<file path="config.mk">
export PLATFORM = sky130hd
export DESIGN_NAME = serial_ctrl
export DESIGN_NICKNAME = d
export VERILOG_FILES = /design/src/design/serial_ctrl_pkg.sv /design/src/design/serial_ctrl.sv
export SDC_FILE = /design/constraint.sdc
export NUM_CORES = 1
export LEC_CHECK = 0
export BUFFER_PORTS_ARGS = -buffer_cell sky130_fd_sc_hd__buf_2
export CORE_ASPECT_RATIO = 1.75
export CORE_MARGIN = 2
export CORE_UTILIZATION = 38
export CTS_CLUSTER_DIAMETER = 50
export CTS_CLUSTER_SIZE = 40
export DETAILED_ROUTE_END_ITERATION = 16
export GPL_TIMING_DRIVEN = 0
export HOLD_SLACK_MARGIN = 0.03
export SETUP_SLACK_MARGIN = 0.3
export SLEW_MARGIN = 20
export SYNTH_ARGS = -nofsm -noshare
export SYNTH_HDL_FRONTEND = slang
export SYNTH_SLANG_ARGS = --single-unit
</file>
<file path="constraint.sdc">
create_clock -name clk_sys -period 4.45 [get_ports clk_sys]
set_input_delay 0.89 -clock clk_sys [delete_from_list [all_inputs] [get_ports clk_sys]]
set_output_delay 0.89 -clock clk_sys [all_outputs]
set_load 0.03 [all_outputs]
</file>
<file path="src/design/serial_ctrl_pkg.sv">
package serial_ctrl_pkg;

  // System clock rate; the I2C divider counts these cycles directly.
  localparam int SYS_CLK_HZ = 25_000_000;
  localparam int SYS_CLK_NS = 1_000_000_000 / SYS_CLK_HZ;

  // Controller mode select codes.
  localparam logic [1:0] MODE_OFF0 = 2'h0;
  localparam logic [1:0] MODE_OFF1 = 2'h1;
  localparam logic [1:0] MODE_SPI = 2'h2;
  localparam logic [1:0] MODE_I2C = 2'h3;

  // Byte values put on the wire by the transmit serializer.
  localparam logic [7:0] PAD_BYTE = 8'hFF;
  localparam logic [7:0] BUSY_TOKEN = 8'hFF;

  // Data path sizes.
  localparam int DATA_W = 8;
  localparam int TX_FIFO_DEPTH = 16;
  localparam logic [2:0] BYTE_LAST_BIT = 3'h7;
  localparam logic [3:0] I2C_ACK_BIT = 4'h8;
  localparam logic [3:0] I2C_XFER_END = 4'h9;
  localparam logic [3:0] START_LAST_STEP = 4'h3;
  localparam logic [3:0] STOP_LAST_STEP = 4'h2;
  localparam int DIV_W = 20;

  // Event flag positions in the serial event flag register.
  localparam int EV_TX_IDLE = 0;
  localparam int EV_TX_SPACE = 1;
  localparam int EV_RX_VALID = 2;
  localparam int EV_RX_OVERRUN = 3;
  localparam int EV_TX_UNDERRUN = 4;
  localparam int EV_TX_DMA_DONE = 5;
  localparam int EV_RX_DMA_DONE = 6;
  localparam int EV_CMD_FIN = 7;
  localparam int EV_TX_FIN = 8;
  localparam int EV_RX_FIN = 9;
  localparam int EV_NACK = 10;
  localparam int EV_COUNT = 11;

  typedef enum logic [1:0] {I2C_IDLE, I2C_START, I2C_STOP, I2C_XFER} i2c_state_e;

endpackage : serial_ctrl_pkg

</file>
<file path="src/design/serial_ctrl.sv">
`timescale 1ns/1ps

// Transmit FIFO with valid/ready on both sides and honest full and empty.
module tx_fifo #(
  parameter int W = 8,
  parameter int D = 16
) (
  input wire logic clk_sys,
  input wire logic rstn,
  input wire logic flush,
  input wire logic in_valid,
  input wire logic [W-1:0] in_data,
  output logic in_ready,
  output logic out_valid,
  output logic [W-1:0] out_data,
  input wire logic out_ready
);
  localparam int AW = $clog2(D);
  localparam logic [AW-1:0] LAST_SLOT = AW'(D - 1);
  localparam logic [AW:0] FULL_COUNT = (AW + 1)'(D);

  typedef struct packed {
    logic [D-1:0][W-1:0] mem;
    logic [AW-1:0] wp;
    logic [AW-1:0] rp;
    logic [AW:0] cnt;
  } fifo_s;

  fifo_s r;
  fifo_s next_r;
  logic push;
  logic pop;

  assign in_ready = (r.cnt != FULL_COUNT);
  assign out_valid = (r.cnt != '0);
  assign out_data = r.mem[r.rp];
  assign push = in_valid && in_ready;
  assign pop = out_valid && out_ready;

  // Pointers wrap explicitly so that a depth that is not a power of two still works.
  always_comb
  begin
    next_r = r;
    if (push)
    begin
      next_r.mem[r.wp] = in_data;
      next_r.wp = (r.wp == LAST_SLOT) ? '0 : r.wp + 1'b1;
    end
    if (pop)
    begin
      next_r.rp = (r.rp == LAST_SLOT) ? '0 : r.rp + 1'b1;
    end
    next_r.cnt = r.cnt + (AW + 1)'(push) - (AW + 1)'(pop);
    if (flush)
    begin
      next_r.wp = '0;
      next_r.rp = '0;
      next_r.cnt = '0;
    end
  end

  always_ff @(posedge clk_sys)
  begin
    if (!rstn)
    begin
      r <= '0;
    end
    else
    begin
      r <= next_r;
    end
  end

endmodule : tx_fifo

module serial_ctrl #(
  parameter int FIFO_DEPTH = serial_ctrl_pkg::TX_FIFO_DEPTH
) (
  input wire logic clk_sys,
  input wire logic rstn,
  input wire logic [1:0] controller_mode_select,
  input wire logic underrun_repeat_select,
  input wire logic acknowledge_select,
  input wire logic [3:0] rate_linear_reg,
  input wire logic [3:0] rate_exponent_reg,
  input wire logic data_wr,
  input wire logic [serial_ctrl_pkg::DATA_W-1:0] data_wdata,
  input wire logic data_rd,
  output logic [serial_ctrl_pkg::DATA_W-1:0] data_rdata,
  input wire logic start_segment_set,
  input wire logic stop_segment_set,
  input wire logic transmit_segment_set,
  input wire logic receive_segment_set,
  output logic start_segment_cmd,
  output logic stop_segment_cmd,
  output logic transmit_segment_cmd,
  output logic receive_segment_cmd,
  output logic command_finished_bit,
  output logic tx_finished_bit,
  output logic rx_finished_bit,
  output logic rx_nack_bit,
  output logic tx_idle_bit,
  output logic tx_space_bit,
  output logic rx_valid_bit,
  input wire logic [1:0] tx_dma_buffer_active,
  input wire logic [1:0] rx_dma_buffer_active,
  input wire logic [serial_ctrl_pkg::EV_COUNT-1:0] serial_event_mask_reg,
  input wire logic [serial_ctrl_pkg::EV_COUNT-1:0] event_flag_clear,
  input wire logic top_irq_enable,
  output logic [serial_ctrl_pkg::EV_COUNT-1:0] serial_event_flag_reg,
  output logic tx_underrun_flag,
  output logic tx_idle_event_flag,
  output logic irq,
  input wire logic spi_sck,
  input wire logic spi_mosi,
  input wire logic slave_select_n,
  output logic spi_miso_out,
  output logic spi_miso_oe,
  input wire logic scl_in,
  input wire logic sda_in,
  output logic scl_out,
  output logic scl_oe,
  output logic sda_out,
  output logic sda_oe
);
  import serial_ctrl_pkg::*;

  typedef struct packed {
    logic [1:0] mode;
    logic ss_s1, ss_s2;
    logic sck_s1, sck_s2, sck_q;
    logic mosi_s1, mosi_s2;
    logic scl_s1, scl_s2;
    logic sda_s1, sda_s2;
    logic [7:0] sh;
    logic [7:0] rsh;
    logic [7:0] last;
    logic [2:0] bcnt;
    logic have;
    logic pad;
    logic miso_out, miso_oe;
    logic tx_idle, tx_space, rx_valid;
    logic [7:0] rx_data;
    logic [7:0] rdata;
    logic [1:0] txdma_q, rxdma_q;
    logic [EV_COUNT-1:0] flags;
    logic irq;
    i2c_state_e state;
    logic [3:0] ibit;
    logic iphase;
    logic [7:0] ish;
    logic recv;
    logic [DIV_W-1:0] div;
    logic scl_oe, sda_oe;
    logic start_cmd, stop_cmd, send_cmd, recv_cmd;
    logic cmd_fin, tx_fin, rx_fin, rx_nack;
  } ctrl_s;

  ctrl_s r;
  ctrl_s next_r;
  logic tx_in_ready;
  logic tx_valid;
  logic [7:0] tx_data;
  logic tx_pop;
  logic [EV_COUNT-1:0] ev;
  logic [7:0] fill;
  logic [DIV_W-1:0] half_cycles;
  logic sck_rise, sck_fall, spi_on, i2c_on, tick, got_byte;
  logic [7:0] got_data;

  // The write strobe is refused while the FIFO is full; tx_space_bit shows that.
  tx_fifo #(.W(DATA_W), .D(FIFO_DEPTH)) u_tx_fifo (
    .clk_sys(clk_sys),
    .rstn(rstn),
    .flush(!r.mode[1]),
    .in_valid(data_wr),
    .in_data(data_wdata),
    .in_ready(tx_in_ready),
    .out_valid(tx_valid),
    .out_data(tx_data),
    .out_ready(tx_pop)
  );

  // Half an SCL period in clk_sys cycles, programmed by the two rate registers.
  assign half_cycles =
    DIV_W'(({1'b0, rate_linear_reg} + 5'h01)) << rate_exponent_reg;

  assign sck_rise = r.sck_s2 && !r.sck_q;
  assign sck_fall = !r.sck_s2 && r.sck_q;
  assign spi_on = (r.mode == MODE_SPI);
  assign i2c_on = (r.mode == MODE_I2C);
  assign tick = (r.div == '0);
  assign fill = underrun_repeat_select ? r.last : BUSY_TOKEN;

  // One combinational pass computes the whole next state of the controller.
  always_comb
  begin
    next_r = r;
    ev = '0;
    tx_pop = 1'b0;
    got_byte = 1'b0;
    got_data = r.rsh;
    // Pin inputs pass two flip-flops; the second stage feeds logic, and SCK also passes a third for edge detection.
    next_r.ss_s1 = slave_select_n;
    next_r.ss_s2 = r.ss_s1;
    next_r.sck_s1 = spi_sck;
    next_r.sck_s2 = r.sck_s1;
    next_r.sck_q = r.sck_s2;
    next_r.mosi_s1 = spi_mosi;
    next_r.mosi_s2 = r.mosi_s1;
    next_r.scl_s1 = scl_in;
    next_r.scl_s2 = r.scl_s1;
    next_r.sda_s1 = sda_in;
    next_r.sda_s2 = r.sda_s1;

    // A mode change between SPI and I2C is taken only via a disabled code.
    if (!r.mode[1] || !controller_mode_select[1])
    begin
      next_r.mode = controller_mode_select;
    end

    // SPI slave serializer, clock mode 0, most significant bit first.
    if (!spi_on || r.ss_s2)
    begin
      next_r.miso_oe = 1'b0;
      next_r.bcnt = '0;
      next_r.rsh = '0;
      // Only an armed pad may be replaced; a loaded data byte must wait for its clocks.
      if (spi_on && tx_valid && (!r.have || r.pad))
      begin
        tx_pop = 1'b1;
        next_r.sh = tx_data;
        next_r.last = tx_data;
        next_r.have = 1'b1;
        next_r.pad = 1'b0;
      end
      else if (spi_on && r.tx_idle && !r.have)
      begin
        next_r.sh = PAD_BYTE;
        next_r.have = 1'b1;
        next_r.pad = 1'b1;
      end
    end
    else
    begin
      next_r.miso_oe = 1'b1;
      if (sck_rise)
      begin
        next_r.rsh = {r.rsh[6:0], r.mosi_s2};
        next_r.bcnt = r.bcnt + 3'h1;
        if (r.bcnt == '0)
        begin
          next_r.tx_idle = 1'b0;
          if (!r.have)
          begin
            next_r.sh = fill;
            next_r.have = 1'b1;
            ev[EV_TX_UNDERRUN] = 1'b1;
          end
        end
        if (r.bcnt == BYTE_LAST_BIT)
        begin
          got_byte = 1'b1;
          got_data = {r.rsh[6:0], r.mosi_s2};
          // No pad here: the next byte follows at once while selected.
          if (tx_valid)
          begin
            tx_pop = 1'b1;
            next_r.sh = tx_data;
            next_r.last = tx_data;
            next_r.pad = 1'b0;
          end
          else
          begin
            next_r.have = 1'b0;
            next_r.tx_idle = 1'b1;
          end
        end
      end
      else if (sck_fall && r.bcnt != '0)
      begin
        next_r.sh = {r.sh[6:0], 1'b0};
      end
      else if (!r.have && r.bcnt == '0 && tx_valid)
      begin
        tx_pop = 1'b1;
        next_r.sh = tx_data;
        next_r.last = tx_data;
        next_r.pad = 1'b0;
        next_r.have = 1'b1;
      end
    end
    next_r.miso_out = next_r.have ? next_r.sh[7] : fill[7];
    next_r.tx_space = tx_in_ready || tx_pop;

    // I2C half-period divider; it restarts whenever a segment is launched.
    next_r.div = tick ? half_cycles - 1'b1 : r.div - 1'b1;
    if (r.state == I2C_IDLE)
    begin
      next_r.div = half_cycles - 1'b1;
    end

    // Command bits are accepted one at a time, only in I2C mode.
    if (i2c_on && !(r.start_cmd || r.stop_cmd || r.send_cmd || r.recv_cmd))
    begin
      next_r.start_cmd = start_segment_set;
      next_r.stop_cmd = stop_segment_set && !start_segment_set;
      next_r.send_cmd = transmit_segment_set && !start_segment_set && !stop_segment_set;
      next_r.recv_cmd = receive_segment_set && !start_segment_set && !stop_segment_set
        && !transmit_segment_set;
    end

    unique case (r.state)
      I2C_IDLE:
      begin
        next_r.ibit = '0;
        next_r.iphase = 1'b0;
        if (r.start_cmd || r.stop_cmd)
        begin
          next_r.state = r.start_cmd ? I2C_START : I2C_STOP;
          next_r.cmd_fin = 1'b0;
        end
        else if (r.send_cmd)
        begin
          next_r.state = I2C_XFER;
          next_r.recv = 1'b0;
          next_r.tx_fin = 1'b0;
          tx_pop = tx_valid;
          next_r.ish = tx_valid ? tx_data : BUSY_TOKEN;
          ev[EV_TX_UNDERRUN] = !tx_valid;
        end
        else if (r.recv_cmd)
        begin
          next_r.state = I2C_XFER;
          next_r.recv = 1'b1;
          next_r.rx_fin = 1'b0;
          next_r.ish = '0;
        end
      end
      I2C_START:
      begin
        // Release SDA and SCL together, pull SDA, pull SCL: also a repeated start.
        if (tick)
        begin
          next_r.ibit = r.ibit + 4'h1;
          next_r.sda_oe = (r.ibit >= 4'h2);
          next_r.scl_oe = (r.ibit == START_LAST_STEP);
          if (r.ibit == START_LAST_STEP)
          begin
            next_r.state = I2C_IDLE;
            next_r.start_cmd = 1'b0;
            next_r.cmd_fin = 1'b1;
          end
        end
      end
      I2C_STOP:
      begin
        // Pull SDA with SCL low, release SCL, then release SDA.
        if (tick)
        begin
          next_r.ibit = r.ibit + 4'h1;
          next_r.sda_oe = (r.ibit != STOP_LAST_STEP);
          next_r.scl_oe = (r.ibit == '0);
          if (r.ibit == STOP_LAST_STEP)
          begin
            next_r.state = I2C_IDLE;
            next_r.stop_cmd = 1'b0;
            next_r.cmd_fin = 1'b1;
          end
        end
      end
      I2C_XFER:
      begin
        // Two ticks per bit: SCL low with new data, then SCL released.
        if (tick && r.iphase)
        begin
          next_r.scl_oe = 1'b0;
          next_r.iphase = 1'b0;
        end
        else if (tick)
        begin
          next_r.scl_oe = 1'b1;
          if (r.ibit != '0 && r.ibit <= I2C_ACK_BIT)
          begin
            next_r.ish = {r.ish[6:0], r.scl_s2 ? r.sda_s2 : 1'b1};
          end
          else if (r.ibit == I2C_XFER_END && !r.recv)
          begin
            next_r.rx_nack = r.sda_s2;
            ev[EV_NACK] = r.sda_s2;
          end
          if (r.ibit == I2C_XFER_END)
          begin
            next_r.sda_oe = 1'b0;
            next_r.state = I2C_IDLE;
            next_r.send_cmd = 1'b0;
            next_r.recv_cmd = 1'b0;
            next_r.tx_fin = !r.recv;
            next_r.rx_fin = r.recv;
            got_byte = r.recv;
            got_data = r.ish;
          end
          else
          begin
            next_r.ibit = r.ibit + 4'h1;
            next_r.iphase = 1'b1;
            if (r.ibit == I2C_ACK_BIT)
            begin
              next_r.sda_oe = r.recv && acknowledge_select;
            end
            else
            begin
              next_r.sda_oe = !r.recv && !next_r.ish[7];
            end
          end
        end
      end
    endcase
    // Judged on the next mode so that no segment outlives the I2C mode by a cycle.
    if (next_r.mode != MODE_I2C)
    begin
      next_r.state = I2C_IDLE;
      next_r.scl_oe = 1'b0;
      next_r.sda_oe = 1'b0;
      next_r.start_cmd = 1'b0;
      next_r.stop_cmd = 1'b0;
      next_r.send_cmd = 1'b0;
      next_r.recv_cmd = 1'b0;
    end

    // Receive holding register: a read pops, and a byte on arrival is kept or lost.
    if (data_rd && r.rx_valid)
    begin
      next_r.rdata = r.rx_data;
      next_r.rx_valid = 1'b0;
    end
    if (got_byte)
    begin
      if (next_r.rx_valid)
      begin
        ev[EV_RX_OVERRUN] = 1'b1;
      end
      else
      begin
        next_r.rx_data = got_data;
        next_r.rx_valid = 1'b1;
      end
    end

    // Event sources; a set in the same cycle as a clear wins.
    next_r.txdma_q = tx_dma_buffer_active;
    next_r.rxdma_q = rx_dma_buffer_active;
    ev[EV_TX_IDLE] = next_r.tx_idle && !r.tx_idle;
    ev[EV_TX_SPACE] = next_r.tx_space && !r.tx_space;
    ev[EV_RX_VALID] = next_r.rx_valid && !r.rx_valid;
    ev[EV_TX_DMA_DONE] = |(r.txdma_q & ~tx_dma_buffer_active);
    ev[EV_RX_DMA_DONE] = |(r.rxdma_q & ~rx_dma_buffer_active);
    ev[EV_CMD_FIN] = next_r.cmd_fin && !r.cmd_fin;
    ev[EV_TX_FIN] = next_r.tx_fin && !r.tx_fin;
    ev[EV_RX_FIN] = next_r.rx_fin && !r.rx_fin;
    next_r.flags = (r.flags & ~event_flag_clear) | ev;
    next_r.irq = top_irq_enable && |(next_r.flags & serial_event_mask_reg);
  end

  // Reset leaves the controller disabled, idle and with every flag clear.
  always_ff @(posedge clk_sys)
  begin
    if (!rstn)
    begin
      r <= '0;
      r.tx_idle <= 1'b1;
      r.tx_space <= 1'b1;
      r.ss_s1 <= 1'b1;
      r.ss_s2 <= 1'b1;
    end
    else
    begin
      r <= next_r;
    end
  end

  assign data_rdata = r.rdata;
  assign start_segment_cmd = r.start_cmd;
  assign stop_segment_cmd = r.stop_cmd;
  assign transmit_segment_cmd = r.send_cmd;
  assign receive_segment_cmd = r.recv_cmd;
  assign command_finished_bit = r.cmd_fin;
  assign tx_finished_bit = r.tx_fin;
  assign rx_finished_bit = r.rx_fin;
  assign rx_nack_bit = r.rx_nack;
  assign tx_idle_bit = r.tx_idle;
  assign tx_space_bit = r.tx_space;
  assign rx_valid_bit = r.rx_valid;
  assign serial_event_flag_reg = r.flags;
  assign tx_underrun_flag = r.flags[EV_TX_UNDERRUN];
  assign tx_idle_event_flag = r.flags[EV_TX_IDLE];
  assign irq = r.irq;
  assign spi_miso_out = r.miso_out;
  assign spi_miso_oe = r.miso_oe;
  assign scl_out = 1'b0;
  assign sda_out = 1'b0;
  assign scl_oe = r.scl_oe;
  assign sda_oe = r.sda_oe;
endmodule : serial_ctrl

</file>
==> run_results.csv <==
group,metric,value,unit
placement,gp_congestion,0.930,
die,core,35800,µm²
synth,yosys_warnings,0,
detailed_routing,post-route-drc-count,0,
finish,diodes,0,
synth,seq_area_frac_synth,38.9,%
sta,finalHoldViolCount,0,
synth,synth.top_cell.area_share,38.9,%
sta,fin_setup_tns,0,ns
clocking,cts_tree,"built",
die,die_area,37600,µm²
global_routing,grt_max_degree,28,
worst_setup_path,reg2regPathDepth,16,
global_routing,met1_usage,19.6,%
finish,drive_gt1_share,13.8,%
sta,slew_headroom,28.2,%
synth,synth.most_common_cell,"dfxtp_1",
global_routing,use_met3,2.30,%
sta,rsz0062_at_grt,"no",
clocking,clk_latency,0.55,ns
finish,area_growth,12.8,%
worst_setup_path,reg2reg_from,"r[85]",
power,p_leak,0.00646,µW
synth,synth_area,13700,µm²
detailed_routing,vias,11200,
min_path,min_delay_path_depth,1,
synth,synth_edf_count,0,
sta,period_share,85.1,%
synth,ys.flop_type,"dfxtp_1",
global_routing,grt_pass1_wl,60.3,mm
sta,worst_pin_slew,1.07,ns
synth,syn_inst,1483,
clocking,h-tree-depth,1,
clocking,clock_sinks,266,
worst_setup_path,crit_path_end_kind,"register",
synth,synth-seq-cells,266,
power,power.total,4840,µW
detailed_routing,routedWlPerCell,18.9,µm
placement,io_buffers,92,
sta,hold_slack,0.414,ns
sta,setup_viol,0,
global_routing,busiest_layer,"met2",
global_routing,grt_pass1_vias,11100,
synth,syn_area_per_cell,9.24,µm²
worst_setup_path,crit_type,"reg2reg",
synth,async_reset_ff_share,0,%
synth,synth.distinct_cells,79,
clocking,hold_buffers,0,
global_routing,antenna_found_initial,1,
global_routing,grtUsageMet2,41.4,%
die,fp.dieW,148,µm
global_routing,grt.overflow.total,0,
clocking,path_clk_slew,0.09,ns
synth,synth_common_cells,"266 x dfxtp_1, 146 x nor2b_1, 141 x nand2_1",
finish,largest_reg_flops,141,
placement,hpwl,30.1,mm
power,peakVddDrop,0.000197,V
global_routing,track_usage,20.5,%
detailed_routing,wirelength,39.4,mm
sta,period_needed,3.79,ns
detailed_routing,viasPerCell,5.38,
clocking,clockRootBuffer,"clkbuf_16",
worst_setup_path,crit_fanout,9,
worst_setup_path,cp.arrival,4.26,ns
worst_setup_path,r2r_slack,0.66,ns
detailed_routing,drt_iter0_markers,483,
worst_setup_path,startpoint_type,"register",
min_path,hold-path-endpoint,"r[121]",
worst_setup_path,critPathRequiredTime,4.93,ns
job,maxCapViolations,0,
clocking,ctsLongestPathBuffers,3,
finish,multiInputGateArea,7720,µm²
power,power.density,313,nW/µm²
sta,timing.fmax,264,MHz
sta,fin_ws,0.664,ns
synth,synth_area_leaders,"dfxtp_1 39%, mux2i_1 9.7%, nor2b_1 6.7%",
die,row_count,92,
finish,fin_nets,1686,
die,die_h,255,µm
detailed_routing,first_pass_iters,5,
synth,synth.largest_area_cell,"dfxtp_1",
min_path,hold_path_class,"reg2reg",
sta,finalMaxSlewViolations,0,
finish,nFillCells,3535,
worst_setup_path,r2r_end,"u_tx_fifo.r[4]",
detailed_routing,ant_nets,0,
min_path,min-delay-start,"next_r[121]",
sta,clock_skew,0.0343,ns
die,boundaryPins,99,
placement,pre_cts_ws,-0.210,ns
outcome,status,"finished clean",
finish,register_area,5330,µm²
die,initial_core_util,38.3,%
clocking,cts_buffers,19,
worst max-delay path, stage by stage (launching register included):
cell,delay [ns]
dfxtp_1,0.35
inv_1,0.06
ha_1,0.14
nand2b_1,0.20
nor2_2,0.41
nand2_1,0.13
a31oi_1,0.33
nand2_1,0.14
o21ai_1,0.33
ha_1,0.23
inv_1,0.04
ha_1,0.22
fa_1,0.44
a21oi_1,0.16
nor2_1,0.07
or3_1,0.34
a21oi_1,0.14
power by group:
group | total [µW] | internal [µW] | switching [µW] | leakage, µW
Sequential | 2470 | 2430 | 41.6 | 0.00216
Combinational | 491 | 197 | 294 | 0.00399
Clock | 1880 | 863 | 1020 | 0.000317
Total | 4840 | 3490 | 1360 | 0.00646
final cells by class:
cell class	count	area share [%]
clock buffers	20	3.10
repair buffers	94	3.08
flip-flops and latches	266	34.5
clock inverters	14	1.19
multi-input cells	1065	49.9
inverters	43	1.04
well taps	470	3.81
plain buffers	110	3.38
cells by family (layout without fill, tap and decap cells):
logic type	Yosys count	after routing	synth area share (%)
simple gates	564	564	22.1
other cells	1	2	0.0274
mux	175	175	16.5
flops	266	266	38.9
buf+inv	153	281	4.99
fa+ha+maj	27	27	2.52
compound gates	264	264	12.9
xor+xnor	33	33	2.11
cell usage in the layout (no fill, tap or decap), drive strengths merged, types with 5 or more instances in the layout:
master   instances
a21boi          31
a21o             7
a21oi           54
a22oi           13
a31oi           19
a32oi            6
and2            29
and3            13
buf            134
clkbuf          90
clkinv           7
dfxtp          266
ha              26
inv             49
mux2i          133
mux4            40
nand2          141
nand2b          14
nand3           66
nand3b          12
nand4           10
nor2            72
nor2b          146
nor3            23
nor3b            5
nor4             6
o2111ai          7
o211a           13
o211ai          20
o21a             7
o21ai           57
o31ai            5
or3              9
xnor2           22
xor2            11
metrics by stage:
step | instances | cell area, µm² | util (%)
after global routing | 2082 | 15500 | 43.2
final | 2082 | 15500 | 43.2
after CTS | 2080 | 15400 | 43.1
after detailed placement | 2046 | 14800 | 41.2
after global placement | 2046 | 14800 | 41.2
after floorplan | 1484 | 13700 | -
what timing repair did:
| item | 4_1_cts | 5_1_grt |
|---|---|---|
| gates resized for setup | 2 | 3 |
| hold endpoints to repair | 0 | 0 |
| setup buffers | 0 | 2 |
| pin swaps | 0 | 0 |
| endpoints found under the setup margin | 3 | 1 |
worst max-delay path by stage:
stage	from	endpoint	cells past startpoint
floorplan	r[124]	u_tx_fifo.r[4]	14
global placement	r[124]	u_tx_fifo.r[4]	14
detailed placement	r[124]	u_tx_fifo.r[4]	14
CTS	u_tx_fifo.r[3]	u_tx_fifo.r[4]	16
global route	r[85]	u_tx_fifo.r[4]	16
finish	r[85]	u_tx_fifo.r[4]	16
routing by layer:
metal,vias to the layer above,part of all wire (%)
met5,-,0.041
met2,324,55
met1,5304,35
li1,5461,-
met3,105,3.8
met4,2,6.0
(Power assumes the default switching activity.)
